--- config.mk ---
export PLATFORM = sky130hd
export DESIGN_NAME = cca_top
export DESIGN_NICKNAME = d
export VERILOG_FILES = /design/src/cca_pkg.sv /design/src/cca_top.sv
export SDC_FILE = /design/constraint.sdc
export NUM_CORES = 1
export LEC_CHECK = 0
export ABC_AREA = 0
export BUFFER_PORTS_ARGS = -buffer_cell sky130_fd_sc_hd__buf_2
export CELL_PAD_IN_SITES_DETAIL_PLACEMENT = 0
export CELL_PAD_IN_SITES_GLOBAL_PLACEMENT = 2
export CORE_MARGIN = 2
export CORE_UTILIZATION = 41
export CTS_BUF_LIST = sky130_fd_sc_hd__clkbuf_4
export CTS_CLUSTER_DIAMETER = 80
export DETAILED_ROUTE_END_ITERATION = 8
export PLACE_DENSITY_LB_ADDON = 0.12
export SLEW_MARGIN = 0
export SYNTH_ARGS = -nofsm -noshare
export SYNTH_HDL_FRONTEND = slang
export SYNTH_SLANG_ARGS = --single-unit
--- constraint.sdc ---
create_clock -name ref_clk -period 4.2 [get_ports ref_clk]
set_clock_uncertainty 0.1 [all_clocks]
set_input_delay 0.42 -clock ref_clk [delete_from_list [all_inputs] [get_ports ref_clk]]
set_output_delay 0.42 -clock ref_clk [all_outputs]
set_load 0.05 [all_outputs]
--- src/cca_pkg.sv ---
// Constants, register map, field layout and carrier types of the counter array.
// Assumes an 8-bit register port and a 125 MHz ref_clk used as the oscillator.
package cca_pkg;

  // ----------------------------------------------------------------
  // Sizes
  // ----------------------------------------------------------------
  localparam int ADDR_W  = 6;   // Register address width
  localparam int DATA_W  = 8;   // Register data width
  localparam int CNT_W   = 16;  // Time base and capture width
  localparam int NUM_MOD = 5;   // Capture/compare modules
  localparam int PORT_W  = 8;   // Port-1 width

  // ----------------------------------------------------------------
  // Register offsets
  // ----------------------------------------------------------------
  localparam logic [ADDR_W-1:0] OFF_CTRL_FLAGS = 6'h00;  // array_control_flags
  localparam logic [ADDR_W-1:0] OFF_CNT_MODE   = 6'h01;  // array_counter_mode
  localparam logic [ADDR_W-1:0] OFF_CNT_LOW    = 6'h02;  // Counter low byte
  localparam logic [ADDR_W-1:0] OFF_CNT_HIGH   = 6'h03;  // Counter high byte
  localparam int                OFF_MM_BASE    = 16;     // module_mode_n, n = 0..4
  localparam int                OFF_CAPL_BASE  = 24;     // module_capture_low_n
  localparam int                OFF_CAPH_BASE  = 32;     // module_capture_high_n

  // ----------------------------------------------------------------
  // Field positions
  // ----------------------------------------------------------------
  localparam int CTRL_OVF_BIT  = 7;  // overflow_flag
  localparam int CTRL_RUN_BIT  = 6;  // run_control_bit
  localparam int MODE_IDLE_BIT = 7;  // idle_stop_bit
  localparam int MODE_WDT_BIT  = 6;  // watchdog_enable_bit
  localparam int MODE_SRC_HI   = 2;  // count_source_sel_hi
  localparam int MODE_SRC_LO   = 1;  // count_source_sel_lo
  localparam int MODE_OVF_IE   = 0;  // overflow_irq_enable
  localparam int MM_IRQ_EN     = 0;  // module_irq_enable
  localparam int MM_PWM        = 1;  // Pulse width modulation mode
  localparam int MM_TOGGLE     = 2;  // toggle_on_match
  localparam int MM_MATCH      = 3;  // flag_on_match
  localparam int MM_CAP_FALL   = 4;  // capture_falling_enable
  localparam int MM_CAP_RISE   = 5;  // capture_rising_enable
  localparam int MM_COMP_EN    = 6;  // comparator_enable

  // ----------------------------------------------------------------
  // Pins, reset values, dividers
  // ----------------------------------------------------------------
  localparam int                 PIN_EXT_COUNT = 2;  // external_count_input
  localparam int                 PIN_MOD_BASE  = 3;  // module_pin of module 0
  localparam int                 WDT_MOD       = 4;  // Module with watchdog duty
  localparam logic [DATA_W-1:0]  RST_REG       = 8'h00;
  localparam logic               RST_PIN       = 1'b1;    // Port latches idle high
  localparam logic [CNT_W-1:0]   CNT_MAX       = 16'hFFFF;
  localparam logic [7:0]         LOW_MAX       = 8'hFF;
  localparam logic [3:0]         DIV_SLOW_6    = 4'h6;
  localparam logic [3:0]         DIV_SLOW_12   = 4'hC;
  localparam logic [3:0]         DIV_FAST_6    = 4'h2;
  localparam logic [3:0]         DIV_FAST_12   = 4'h4;

  // Count source selection
  typedef enum logic [1:0] {
    CCA_SRC_OSC_SLOW = 2'b00,
    CCA_SRC_OSC_FAST = 2'b01,
    CCA_SRC_T0_OVF   = 2'b10,
    CCA_SRC_EXT_PIN  = 2'b11
  } cca_src_e;

  // Register port request
  typedef struct packed {
    logic [ADDR_W-1:0] addr;
    logic [DATA_W-1:0] wdata;
    logic              wr;
    logic              rd;
  } cca_bus_s;

endpackage

--- src/cca_top.sv ---
// Counter array: shared 16-bit time base with five capture/compare modules.
// Assumes inputs synchronous to ref_clk except port-1 pins, which are synchronised here.
//
// Overview of operation
// - One shared 16-bit counter for five modules
// - Modules capture, time, toggle out or PWM
// - Module n owns port-1 bit three plus n
// - Source select picks oscillator, timer0, pin
// - Idle-stop bit halts counter during idle
// - Watchdog enable bit governs module four
// - Run bit starts and stops counting
// - Overflow sets flag, irq when enabled
// - Overflow flag cleared only by software
// - Per-module flags set on match/capture
// - Module flags cleared only by software
// - Mode bit zero enables module interrupt
// - Mode bit one selects PWM
// - Mode bit two toggles pin on match
// - Mode bit three flags on match
// - Bits four/five pick capture edges
// - Mode bit six enables comparator
// - Byte pair holds capture or compare value
// - PWM duty set by capture pair
//
// Added by the designer: the address map and strobed register access.
`timescale 1ns/1ps
module cca_top
(
  // Clock and reset
  input  wire logic                        ref_clk,
  input  wire logic                        arst_n,
  // Register port
  input  wire cca_pkg::cca_bus_s           bus_req,
  output logic [cca_pkg::DATA_W-1:0]       bus_rdata,
  // Processor context
  input  wire logic                        cpu_idle,
  input  wire logic                        clk_mode_12,
  input  wire logic                        timer0_ovf,
  // Port-1 pins
  input  wire logic [cca_pkg::PORT_W-1:0]  p1_in,
  output logic [cca_pkg::PORT_W-1:0]       p1_out,
  output logic [cca_pkg::PORT_W-1:0]       p1_oe,
  // Requests
  output logic                             irq,
  output logic                             watchdog_enable,
  output logic                             watchdog_trip
);

  // ----------------------------------------------------------------
  // Declarations
  // ----------------------------------------------------------------
  logic [cca_pkg::CNT_W-1:0]   cnt_ff;          // Time base
  logic [cca_pkg::CNT_W-1:0]   nxt_cnt;         // Value after one count
  logic [3:0]                  presc_ff;        // Oscillator divider
  logic [3:0]                  div_sel;         // Current divide ratio
  logic                        osc_tick;        // Divider wrap
  logic                        ext_s1_ff;       // External count sync stage 1
  logic                        ext_s2_ff;       // External count sync stage 2
  logic                        ext_s3_ff;       // Edge history
  logic                        ext_tick;        // External count edge
  logic                        src_tick;        // Selected source event
  logic                        count_en;        // Counter allowed to run
  logic                        tick;            // Counter advances this cycle
  logic                        ovf_set;         // Overflow this cycle
  logic                        ovf_flag_ff;     // overflow_flag
  logic                        run_ff;          // run_control_bit
  logic [cca_pkg::NUM_MOD-1:0] mod_flag_ff;     // module_event_flag per module
  logic [cca_pkg::NUM_MOD-1:0] mod_evt;         // Module events this cycle
  logic [cca_pkg::NUM_MOD-1:0] mod_match;       // Comparator matches
  logic [cca_pkg::NUM_MOD-1:0] mod_irq_en;      // module_irq_enable per module
  logic [cca_pkg::DATA_W-1:0]  cnt_mode_ff;     // array_counter_mode
  logic [cca_pkg::DATA_W-1:0]  mm_ff  [cca_pkg::NUM_MOD];  // module_mode_n
  logic [cca_pkg::DATA_W-1:0]  capl_ff[cca_pkg::NUM_MOD];  // module_capture_low_n
  logic [cca_pkg::DATA_W-1:0]  caph_ff[cca_pkg::NUM_MOD];  // module_capture_high_n
  logic [cca_pkg::NUM_MOD-1:0] pin_ff;          // Module pin output latches
  logic [cca_pkg::NUM_MOD-1:0] pin_drive;       // Module drives its pin
  logic [cca_pkg::DATA_W-1:0]  nxt_rdata;       // Read mux
  logic [cca_pkg::DATA_W-1:0]  rdata_ff;        // Registered read data
  logic                        irq_ff;          // Registered request
  logic                        wdt_trip_ff;     // Watchdog pulse
  logic                        wr_ctrl;         // Write decode
  logic                        wr_cmode;
  logic                        wr_cntl;
  logic                        wr_cnth;
  cca_pkg::cca_src_e           src_sel;         // Count source

  // Write decodes
  assign wr_ctrl  = bus_req.wr && (bus_req.addr == cca_pkg::OFF_CTRL_FLAGS);
  assign wr_cmode = bus_req.wr && (bus_req.addr == cca_pkg::OFF_CNT_MODE);
  assign wr_cntl  = bus_req.wr && (bus_req.addr == cca_pkg::OFF_CNT_LOW);
  assign wr_cnth  = bus_req.wr && (bus_req.addr == cca_pkg::OFF_CNT_HIGH);

  // ----------------------------------------------------------------
  // Count source
  // ----------------------------------------------------------------
  // source select decode
  assign src_sel = cca_pkg::cca_src_e'({cnt_mode_ff[cca_pkg::MODE_SRC_HI], cnt_mode_ff[cca_pkg::MODE_SRC_LO]});

  // Divide ratio follows the 6/12-clock mode
  always_comb
  begin
    case (src_sel)
      cca_pkg::CCA_SRC_OSC_SLOW: div_sel = clk_mode_12 ? cca_pkg::DIV_SLOW_12 : cca_pkg::DIV_SLOW_6;
      cca_pkg::CCA_SRC_OSC_FAST: div_sel = clk_mode_12 ? cca_pkg::DIV_FAST_12 : cca_pkg::DIV_FAST_6;
      default:                   div_sel = cca_pkg::DIV_SLOW_6;
    endcase
  end

  assign osc_tick = (presc_ff >= 4'(div_sel - 4'h1));

  // Free-running divider; it does not restart on run, so the first count may come early
  always_ff @(posedge ref_clk or negedge arst_n)
  begin
    if (!arst_n)
    begin
      presc_ff <= 4'h0;
    end
    else if (osc_tick)
    begin
      presc_ff <= 4'h0;
    end
    else
    begin
      presc_ff <= 4'(presc_ff + 4'h1);
    end
  end

  always_ff @(posedge ref_clk or negedge arst_n)
  begin
    if (!arst_n)
    begin
      ext_s1_ff <= cca_pkg::RST_PIN;
      ext_s2_ff <= cca_pkg::RST_PIN;
      ext_s3_ff <= cca_pkg::RST_PIN;
    end
    else
    begin
      ext_s1_ff <= p1_in[cca_pkg::PIN_EXT_COUNT];
      ext_s2_ff <= ext_s1_ff;
      ext_s3_ff <= ext_s2_ff;
    end
  end

  // Count on rising edges of the external pin
  assign ext_tick = ext_s2_ff & ~ext_s3_ff;

  always_comb
  begin
    case (src_sel)
      cca_pkg::CCA_SRC_OSC_SLOW: src_tick = osc_tick;
      cca_pkg::CCA_SRC_OSC_FAST: src_tick = osc_tick;
      cca_pkg::CCA_SRC_T0_OVF:   src_tick = timer0_ovf;
      cca_pkg::CCA_SRC_EXT_PIN:  src_tick = ext_tick;
      default:                   src_tick = 1'b0;
    endcase
  end

  // ----------------------------------------------------------------
  // Time base
  // ----------------------------------------------------------------
  // run gate
  assign count_en = run_ff & ~(cpu_idle & cnt_mode_ff[cca_pkg::MODE_IDLE_BIT]);
  assign tick     = count_en & src_tick;
  assign nxt_cnt  = cca_pkg::CNT_W'(cnt_ff + 16'h0001);
  assign ovf_set  = tick & (cnt_ff == cca_pkg::CNT_MAX);

  // shared counter; software byte writes override a count
  always_ff @(posedge ref_clk or negedge arst_n)
  begin
    if (!arst_n)
    begin
      cnt_ff <= '0;
    end
    else if (wr_cntl)
    begin
      cnt_ff <= {cnt_ff[15:8], bus_req.wdata};
    end
    else if (wr_cnth)
    begin
      cnt_ff <= {bus_req.wdata, cnt_ff[7:0]};
    end
    else if (tick)
    begin
      cnt_ff <= nxt_cnt;
    end
  end

  // ----------------------------------------------------------------
  // Control and flags
  // ----------------------------------------------------------------
  // Run bit, software only
  always_ff @(posedge ref_clk or negedge arst_n)
  begin
    if (!arst_n)
    begin
      run_ff <= 1'b0;
    end
    else if (wr_ctrl)
    begin
      run_ff <= bus_req.wdata[cca_pkg::CTRL_RUN_BIT];
    end
  end

  // Flags: hardware only sets, a set beats a same-cycle clear
  always_ff @(posedge ref_clk or negedge arst_n)
  begin
    if (!arst_n)
    begin
      ovf_flag_ff <= 1'b0;
      mod_flag_ff <= '0;
    end
    else if (wr_ctrl)
    begin
      ovf_flag_ff <= bus_req.wdata[cca_pkg::CTRL_OVF_BIT] | ovf_set;
      mod_flag_ff <= bus_req.wdata[cca_pkg::NUM_MOD-1:0] | mod_evt;
    end
    else
    begin
      ovf_flag_ff <= ovf_flag_ff | ovf_set;
      mod_flag_ff <= mod_flag_ff | mod_evt;
    end
  end

  // Counter mode register; reserved bits held at zero
  always_ff @(posedge ref_clk or negedge arst_n)
  begin
    if (!arst_n)
    begin
      cnt_mode_ff <= cca_pkg::RST_REG;
    end
    else if (wr_cmode)
    begin
      cnt_mode_ff <= {bus_req.wdata[7:6], 3'b000, bus_req.wdata[2:0]};
    end
  end

  // ----------------------------------------------------------------
  // Capture/compare modules
  // ----------------------------------------------------------------
  genvar gi;
  generate
    for (gi = 0; gi < cca_pkg::NUM_MOD; gi++)
    begin : g_mod
      logic s1_ff;      // Pin sync stage 1
      logic s2_ff;      // Pin sync stage 2
      logic s3_ff;      // Edge history
      logic cap_evt;    // Capture this cycle
      logic wr_mm;      // Write decodes
      logic wr_capl;
      logic wr_caph;
      logic pwm_mode;
      logic low_wrap;

      assign wr_mm   = bus_req.wr && (bus_req.addr == cca_pkg::ADDR_W'(cca_pkg::OFF_MM_BASE + gi));
      assign wr_capl = bus_req.wr && (bus_req.addr == cca_pkg::ADDR_W'(cca_pkg::OFF_CAPL_BASE + gi));
      assign wr_caph = bus_req.wr && (bus_req.addr == cca_pkg::ADDR_W'(cca_pkg::OFF_CAPH_BASE + gi));

      assign pwm_mode = mm_ff[gi][cca_pkg::MM_PWM] & mm_ff[gi][cca_pkg::MM_COMP_EN];
      assign low_wrap = tick & (cnt_ff[7:0] == cca_pkg::LOW_MAX);

      // Mode register
      always_ff @(posedge ref_clk or negedge arst_n)
      begin
        if (!arst_n)
        begin
          mm_ff[gi] <= cca_pkg::RST_REG;
        end
        else if (wr_mm)
        begin
          mm_ff[gi] <= {1'b0, bus_req.wdata[6:0]};
        end
      end

      always_ff @(posedge ref_clk or negedge arst_n)
      begin
        if (!arst_n)
        begin
          s1_ff <= cca_pkg::RST_PIN;
          s2_ff <= cca_pkg::RST_PIN;
          s3_ff <= cca_pkg::RST_PIN;
        end
        else
        begin
          s1_ff <= p1_in[cca_pkg::PIN_MOD_BASE + gi];
          s2_ff <= s1_ff;
          s3_ff <= s2_ff;
        end
      end

      assign cap_evt = (mm_ff[gi][cca_pkg::MM_CAP_RISE] & s2_ff & ~s3_ff) |
                       (mm_ff[gi][cca_pkg::MM_CAP_FALL] & ~s2_ff & s3_ff);

      assign mod_match[gi] = mm_ff[gi][cca_pkg::MM_COMP_EN] & tick &
                             (nxt_cnt == {caph_ff[gi], capl_ff[gi]});

      assign mod_evt[gi] = (mod_match[gi] & mm_ff[gi][cca_pkg::MM_MATCH] & ~pwm_mode) | cap_evt;
      assign mod_irq_en[gi] = mm_ff[gi][cca_pkg::MM_IRQ_EN];

      // Capture pair; hardware capture wins over a software write
      always_ff @(posedge ref_clk or negedge arst_n)
      begin
        if (!arst_n)
        begin
          capl_ff[gi] <= cca_pkg::RST_REG;
          caph_ff[gi] <= cca_pkg::RST_REG;
        end
        else if (cap_evt)
        begin
          capl_ff[gi] <= cnt_ff[7:0];
          caph_ff[gi] <= cnt_ff[15:8];
        end
        else
        begin
          // duty reload from high byte at low-byte wrap
          if (wr_capl)
          begin
            capl_ff[gi] <= bus_req.wdata;
          end
          else if (pwm_mode && low_wrap)
          begin
            capl_ff[gi] <= caph_ff[gi];
          end
          if (wr_caph)
          begin
            caph_ff[gi] <= bus_req.wdata;
          end
        end
      end

      // Pin output latch
      always_ff @(posedge ref_clk or negedge arst_n)
      begin
        if (!arst_n)
        begin
          pin_ff[gi] <= cca_pkg::RST_PIN;
        end
        else if (pwm_mode)
        begin
          // high while low byte at or above duty value
          pin_ff[gi] <= (cnt_ff[7:0] >= capl_ff[gi]);
        end
        else if (mod_match[gi] && mm_ff[gi][cca_pkg::MM_TOGGLE])
        begin
          pin_ff[gi] <= ~pin_ff[gi];
        end
      end

      // Drive only in toggle or PWM use, otherwise the pin is a capture input
      assign pin_drive[gi] = mm_ff[gi][cca_pkg::MM_COMP_EN] &
                             (mm_ff[gi][cca_pkg::MM_TOGGLE] | mm_ff[gi][cca_pkg::MM_PWM]);
    end
  endgenerate

  // port-1 mapping, other bits left undriven
  always_comb
  begin
    p1_out = '0;
    p1_oe  = '0;
    for (int i = 0; i < cca_pkg::NUM_MOD; i++)
    begin
      p1_out[cca_pkg::PIN_MOD_BASE + i] = pin_ff[i];
      p1_oe[cca_pkg::PIN_MOD_BASE + i]  = pin_drive[i];
    end
  end

  // ----------------------------------------------------------------
  // Requests
  // ----------------------------------------------------------------
  // overflow and module requests, each gated by its enable
  always_ff @(posedge ref_clk or negedge arst_n)
  begin
    if (!arst_n)
    begin
      irq_ff <= 1'b0;
    end
    else
    begin
      irq_ff <= (ovf_flag_ff & cnt_mode_ff[cca_pkg::MODE_OVF_IE]) | (|(mod_flag_ff & mod_irq_en));
    end
  end

  // watchdog trip from module four match
  always_ff @(posedge ref_clk or negedge arst_n)
  begin
    if (!arst_n)
    begin
      wdt_trip_ff <= 1'b0;
    end
    else
    begin
      wdt_trip_ff <= cnt_mode_ff[cca_pkg::MODE_WDT_BIT] & mod_match[cca_pkg::WDT_MOD];
    end
  end

  assign irq             = irq_ff;
  assign watchdog_enable = cnt_mode_ff[cca_pkg::MODE_WDT_BIT];
  assign watchdog_trip   = wdt_trip_ff;

  // ----------------------------------------------------------------
  // Read path
  // ----------------------------------------------------------------
  // Read mux; unmapped addresses read zero
  always_comb
  begin
    nxt_rdata = '0;
    if (bus_req.addr == cca_pkg::OFF_CTRL_FLAGS)
    begin
      nxt_rdata = {ovf_flag_ff, run_ff, 1'b0, mod_flag_ff};
    end
    else if (bus_req.addr == cca_pkg::OFF_CNT_MODE)
    begin
      nxt_rdata = cnt_mode_ff;
    end
    else if (bus_req.addr == cca_pkg::OFF_CNT_LOW)
    begin
      nxt_rdata = cnt_ff[7:0];
    end
    else if (bus_req.addr == cca_pkg::OFF_CNT_HIGH)
    begin
      nxt_rdata = cnt_ff[15:8];
    end
    for (int i = 0; i < cca_pkg::NUM_MOD; i++)
    begin
      if (bus_req.addr == cca_pkg::ADDR_W'(cca_pkg::OFF_MM_BASE + i))
      begin
        nxt_rdata = mm_ff[i];
      end
      if (bus_req.addr == cca_pkg::ADDR_W'(cca_pkg::OFF_CAPL_BASE + i))
      begin
        nxt_rdata = capl_ff[i];
      end
      if (bus_req.addr == cca_pkg::ADDR_W'(cca_pkg::OFF_CAPH_BASE + i))
      begin
        nxt_rdata = caph_ff[i];
      end
    end
  end

  // Data stand only in the cycle after the read strobe
  always_ff @(posedge ref_clk or negedge arst_n)
  begin
    if (!arst_n)
    begin
      rdata_ff <= '0;
    end
    else if (bus_req.rd)
    begin
      rdata_ff <= nxt_rdata;
    end
    else
    begin
      rdata_ff <= '0;
    end
  end

  assign bus_rdata = rdata_ff;

endmodule

## After elaboration in Yosys (flattened, before gate mapping)

Index checks and enable logic that the tools add are counted.

| operators by class | value |
|---|---|
| order comparisons | 6 |
| equal/unequal tests | 29 |
| shifts and indexed selects | 0 |
| reductions and logical operators | 52 |
| add/sub/neg operators | 3 |
| muxes and demuxes | 65 |
| bitwise logic cells | 102 |
| div/mod/pow operators | 0 |
| $mul | 0 |

Operators by type and width:

| operator | number |
|---|---|
| $mux 8 | 46 |
| $eq 16x16->1 | 5 |
| $eq 6x5->1 const B | 10 |
| $and 1x1->1 | 58 |
| $ge 8x8->1 | 5 |
| $mux 16 | 2 |
| $eq 6x6->1 const B | 5 |
| $logic_and 1x1->1 | 29 |
| $reduce_bool 2->1 | 12 |
| $not 1->1 | 23 |
| $or 1x1->1 | 18 |
| $add 16x1->16 const B | 1 |
| $eq 16x16->1 const B | 1 |
| $reduce_bool 3->1 | 5 |
| $eq 6x2->1 const B | 2 |
| $mux 1 | 11 |
| $or 5x5->5 | 2 |
| $eq 8x8->1 const B | 1 |
| $mux 4 | 2 |
| $pmux 4 s2 | 1 |
| $eq 6x1->1 const B | 1 |
| $logic_not 6->1 | 1 |
| $and 5x5->5 | 1 |
| $mux 5 | 1 |
| 12 further kinds | 14 |

| storage, ports and cells | value |
|---|---|
| input port bits | 29 |
| bits in writable memories | 0 |
| register bits after elaboration | 180 |
| bits in latches | 0 |
| memories kept | 0 |
| ROM bits | 0 |
| word-level logic and storage cells | 305 |

## Logic depth before layout (Yosys ltp)

| logic depth | value |
|---|---|
| word-level depth | 21 |
| depth in mapped cells | 12 |

## Worst setup path after synthesis

No wires, ideal clock.

| path | value |
|---|---|
| path type | register -> register |
| start | reg cnt_mode_ff[2] (netlist name) |
| end | reg mod_flag_ff[4] (netlist name) |
| stages on the path, launching flop included | 12 |
| arrival time | 2.819 ns |
| setup slack | 1.214 ns |
| required time | 4.033 ns |
| path through | dfrtp_1 -> nand2b_1 -> or2_2 -> ha_1 -> o21ai_0 -> o21bai_1 -> o2111a_1 -> clkbuf_1 -> o21ai_0 -> or4_1 -> nor4b_1 -> a311o_1 |

| between the ends | value |
|---|---|
| word-level cells in the longest chain between the ends | 13 |
| elaborated cells between the ends (all ways) | 18 |

Ends and longest elaborated chain:

| item | line | text |
|---|---|---|
| start: declaration | cca_top.sv:71 | `logic [cca_pkg::DATA_W-1:0] cnt_mode_ff;` |
| start signal: assignment | cca_top.sv:229 | `cnt_mode_ff <= cca_pkg::RST_REG;` |
| start signal: assignment | cca_top.sv:233 | `cnt_mode_ff <= {bus_req.wdata[7:6], 3'b000, bus_req.wdata[2:0]};` |
| $eq 2x1->1 / $logic_not 2->1 (equally long branches) | cca_top.sv:102, cca_top.sv:149 |  |
| $pmux 4 s2 | cca_top.sv:102 | `case (src_sel)` |
| $sub 4x1->4 | cca_top.sv:109 | `assign osc_tick = (presc_ff >= 4'(div_sel - 4'h1));` |
| $ge 4x4->1 | cca_top.sv:109 |  |
| $pmux 1 s3 (*) | cca_top.sv:149 | `case (src_sel)` |
| $and 1x1->1 (*) | cca_top.sv:163 | `assign tick = count_en & src_tick;` |
| $and 1x1->1 (*) (2 in a row) | cca_top.sv:293 | `assign mod_match[gi] = mm_ff[gi][cca_pkg::MM_COMP_EN] & tick &` |
| $and 1x1->1 (*) (2 in a row) | cca_top.sv:296 | `assign mod_evt[gi] = (mod_match[gi] & mm_ff[gi][cca_pkg::MM_MATCH] & ~pwm_mode) \| cap_evt;` |
| $or 1x1->1 (*) | cca_top.sv:296 |  |
| $or 5x5->5, on equally long branches | cca_top.sv:220, cca_top.sv:215 |  |
| $mux 5 (*) | cca_top.sv:212 | `else if (wr_ctrl)` |
| end signal: assignment | cca_top.sv:215 | `mod_flag_ff <= bus_req.wdata[cca_pkg::NUM_MOD-1:0] \| mod_evt;` |
| end signal: assignment | cca_top.sv:220 | `mod_flag_ff <= mod_flag_ff \| mod_evt;` |
| end: declaration | cca_top.sv:67 | `logic [cca_pkg::NUM_MOD-1:0] mod_flag_ff;` |

Mark *: on every way between the ends. The rest lies on a longest branch, timed or not.
A chain may end at the register's enable or synchronous reset.

## Worst setup path in the final report

| path | value |
|---|---|
| start | reg cnt_mode_ff[2] (netlist name) |
| end | reg wdt_trip_ff (netlist: watchdog_trip) |

| between the ends | value |
|---|---|
| word-level cells in the longest chain between the ends | 9 |
| elaborated cells between the ends (all ways) | 13 |

Ends and longest elaborated chain:

| item | line | text |
|---|---|---|
| $eq 2x1->1 / $logic_not 2->1 (equally long branches) | cca_top.sv:102, cca_top.sv:149 |  |
| $pmux 4 s2 | cca_top.sv:102 |  |
| $sub 4x1->4 | cca_top.sv:109 |  |
| $ge 4x4->1 | cca_top.sv:109 |  |
| $pmux 1 s3 (*) | cca_top.sv:149 |  |
| $and 1x1->1 (*) | cca_top.sv:163 |  |
| $and 1x1->1 (*) (2 in a row) | cca_top.sv:293 |  |
| $and 1x1->1 (*) | cca_top.sv:391 | `wdt_trip_ff <= cnt_mode_ff[cca_pkg::MODE_WDT_BIT] & mod_match[cca_pkg::WDT_MOD];` |
| end signal: assignment | cca_top.sv:391 |  |
| end: declaration | cca_top.sv:80 | `logic wdt_trip_ff;` |

Marked as above.

==> flow_metrics.py <==
metrics = {
    "run_status": {
        "outcome": "completed",
    },
    "route": {
        "vias": 11500,
        "routed_wl_mm": 55.4,
        "drc_errors": 0,
        "dr.pass1.iters": 6,
        "drtAntennaViolNets": 0,
        "drt_iter0_markers": 1477,
        "wl_per_cell_um": 29.5,
        "viasPerCell": 6.13,
    },
    "setup_path": {
        "end_kind": "register",
        "crit_chain": "nand2b_1 > or2_2 > ha_1 > o21ai_0 > o21bai_1 > o2111a_1 > o21ai_0 > or4_1 > nor4b_1 > buf_4 > and2_1",
        "critPathKind": "reg -> reg",
        "crit_top_cell": "o21ai_0",
        "crit_fanout": 6,
        "cp.required_ns": 4.74,
        "crit_path_top_delay_cell": "o2111a_1",
        "arrival_ns": 4.25,
        "critPathMaxStageDelay_ns": 0.52,
        "critPathLaunchType": "register",
    },
    "final_layout": {
        "fin_nets": 1541,
        "drive_above_1_share": 0.181,
        "final_util": 0.456,
        "multi_input_area_um2": 7480,
        "nFillCells": 3077,
        "seqCellArea_um2": 4530,
        "syn_to_final_growth_pct": 10.2,
    },
    "grt": {
        "grt_usage": 0.354,
        "overflow": 0,
        "antenna_found_initial": 2,
        "grt_max_degree": 94,
        "grt_pass1_vias": 11000,
        "grt_pass1_wl_mm": 78.9,
    },
    "floorplanning": {
        "rows": 64,
        "die_y_um": 179,
        "fp.coreArea_um2": 30400,
        "initial_core_util": 0.414,
        "ioPinCount": 56,
        "die_w_um": 179,
        "dieArea_um2": 32100,
    },
    "clocking": {
        "cts.root.buffer_cell": "clkbuf_4",
        "cts_tree": "done",
        "cts.clk_slew.worst_paths_ns": 0.18,
        "insertion_delay_ns": 0.69,
        "clockBufferDepth": 2,
        "postCtsSetupRepairBufs": 0,
        "numCtsBuffers": 17,
        "cts.sinks": 180,
        "htreeDepth": 4,
    },
    "logic_synthesis": {
        "synth-seq-cells": 180,
        "synth.area.top_cells": "dfrtp_1 (31%), mux2i_1 (6.8%), o21ai_0 (6.1%)",
        "synth-edff-count": 0,
        "async_reset_ff_frac": 1.00,
        "avgSynthCellArea_um2": 8.93,
        "ys_seq_area_frac": 0.360,
        "netlist_instances": 1409,
        "ys_types": 81,
        "synth_top_area_share": 0.312,
        "syn_area_um2": 12600,
        "yosysWarnings": 0,
        "synth_top_flop_cell": "dfrtp_1",
        "synth_top_cell_by_area": "dfrtp_1",
    },
    "timing": {
        "grt_setup_unrepaired": "false",
        "relSlewSlack": 0.303,
        "timing.hold.ws_ns": 0.172,
        "hold_viol": 0,
        "fin_crit_ns": 3.71,
        "tns_ns": 0,
        "drv_slew": 0,
        "worst_slew_pin_slew_ns": 1.04,
        "max_freq_mhz": 269,
        "setup_viol": 0,
        "timing.final.crit_share": 0.884,
    },
    "power": {
        "cellLeakagePower_nw": 6.12,
        "power.density_nw_per_um2": 538,
        "ir_drop_uv": 332,
    },
    "run": {
        "max_cap_viol_count": 0,
    },
    "placed_design": {
        "port_buffers": 47,
        "hpwl_mm": 39.9,
        "place.gp.congestion": 1.01,
    },
    "min_path": {
        "hold_class": "in -> reg",
    },
}
through the flow:
| stage | power, mW | cells | instance area, um2 | setup slack, ns |
|---|---|---|---|---|
| 6_report | 7.46 | 1878 | 13900 | 0.488 |
| 5_1_grt | 7.90 | 1878 | 13900 | 0.206 |
| 4_1_cts | 7.39 | 1876 | 13900 | 0.455 |
| 3_5_place_dp | 6.35 | 1836 | 13500 | 0.525 |
| 3_3_place_gp | 6.32 | 1836 | 13500 | 0.469 |
| 2_1_floorplan | 4.99 | 1414 | 12600 | 1.21 |
cells in the mapped netlist, types with 4 or more instances:
cell,instances
xor2_1,19
o211ai_1,12
o21ai_1,8
buf_1,9
nor3b_1,7
o21a_1,7
xnor2_1,62
a2111oi_0,5
nor4_1,9
mux2_2,53
nand4_1,14
and3_1,9
mux2i_1,86
nand3_1,25
or3_1,8
nor2_1,66
a22oi_1,12
buf_2,5
a21oi_1,79
ha_1,45
clkbuf_1,66
nand2b_1,19
dfrtp_1,157
nand3b_1,6
a31oi_1,11
xnor3_1,5
dfstp_2,23
mux4_2,5
o22ai_1,12
o21ai_0,153
nand2_1,189
a221oi_1,8
a21o_1,8
inv_1,50
o221ai_1,11
nor3_1,29
nor2b_1,13
a211oi_1,9
and2_1,4
a22o_1,5
buf_4,14
flip-flops by register name (all words and copies together), names as in the netlist, 8 cells and up:
signal     cells
bus_rdata      8
caph_ff       40
capl_ff       40
cnt_ff        16
mm_ff         35
layout by cell type, fill, tap and decap left out, types with 7 or more instances in the layout:
| cell type | n |
|---|---|
| nand3_1 | 25 |
| a31oi_1 | 11 |
| xor2_1 | 19 |
| a221oi_1 | 8 |
| a22oi_1 | 12 |
| nor3_1 | 29 |
| xnor2_1 | 62 |
| buf_4 | 74 |
| nor2b_1 | 13 |
| and3_1 | 9 |
| o21ai_0 | 153 |
| nor3b_1 | 7 |
| nor4_1 | 8 |
| o211ai_1 | 12 |
| a21o_1 | 8 |
| mux2i_1 | 86 |
| nand2_1 | 189 |
| nand4_1 | 14 |
| or3_1 | 8 |
| mux2_2 | 53 |
| ha_1 | 45 |
| nand2b_1 | 19 |
| dfstp_2 | 23 |
| dlygate4sd3_1 | 8 |
| nor2_1 | 66 |
| inv_1 | 50 |
| a211oi_1 | 9 |
| o221ai_1 | 11 |
| clkbuf_4 | 17 |
| buf_2 | 46 |
| a21oi_1 | 79 |
| o22ai_1 | 9 |
| dfrtp_1 | 157 |
| o21a_1 | 7 |
worst max-delay path, delay by kind of cell (launching register included):
family	cells	cell delay, ns
adder cells (fa/ha/maj)	1	0.27
buffers and inverters	1	0.21
AND/OR/NAND/NOR	5	1.51
AO/OA/AOI/OAI	4	1.07
flip-flops	1	0.50
per-layer routing:
layer	share of wire	track usage	vias to the layer above
met5	0	0	-
met4	0.047	0.158	0
met3	0.085	0.0770	118
met2	0.43	0.519	575
met1	0.44	0.497	5638
li1	-	-	5187
worst paths after layout:
path	startpoint	end	slack [ns]	cells past startpoint
setup / recovery	cnt_mode_ff[2]	watchdog_trip	0.49	11
hold / removal	bus_req[9]	cnt_ff[7]	0.17	3
setup reg to reg	cnt_mode_ff[2]	watchdog_trip	0.49	11
hold reg to reg	g_mod[0].s1_ff	g_mod[0].s2_ff	0.25	0
max in group asynchronous	arst_n	g_mod[3].s2_ff	2.70	3
min in group asynchronous	arst_n	capl_ff[27]	0.22	2
area by class of cell:
| cell class | count | area share |
|---|---|---|
| Tap cell | 396 | 0.0357 |
| Antenna cell | 2 | 0.000361 |
| Multi-Input combinational cell | 1088 | 0.539 |
| Clock buffer | 17 | 0.00920 |
| Clock inverter | 15 | 0.0101 |
| Sequential cell | 180 | 0.327 |
| Inverter | 50 | 0.0135 |
| Timing Repair Buffer | 130 | 0.0649 |
cell families (layout without fill, tap and decap cells):
family                   count (synthesis)  count (layout)  share of synthesized area
AND/OR/NAND/NOR                        428             428                      0.168
AO/OA/AOI/OAI                          377             377                      0.184
flip-flops                             180             180                      0.360
buffers and inverters                  146             212                     0.0494
multiplexers                           144             144                      0.125
XOR/XNOR                                88              88                     0.0688
adder cells (fa/ha/maj)                 45              45                     0.0447
other                                    1               8                   0.000298
report_power, final:
group / internal, mW / total (mW) / leakage, nW / switching (mW)
clock network: 0.262 / 1.02 / 0.133 / 0.755
logic: 1.40 / 3.43 / 3.73 / 2.02
registers: 2.21 / 3.02 / 2.26 / 0.803
repair_timing:
action	4_1_cts	5_1_grt
gates resized for setup	0	0
hold endpoints to repair	86	0
hold buffers	8	0
Note: power is estimated with default switching activity, not from simulation.
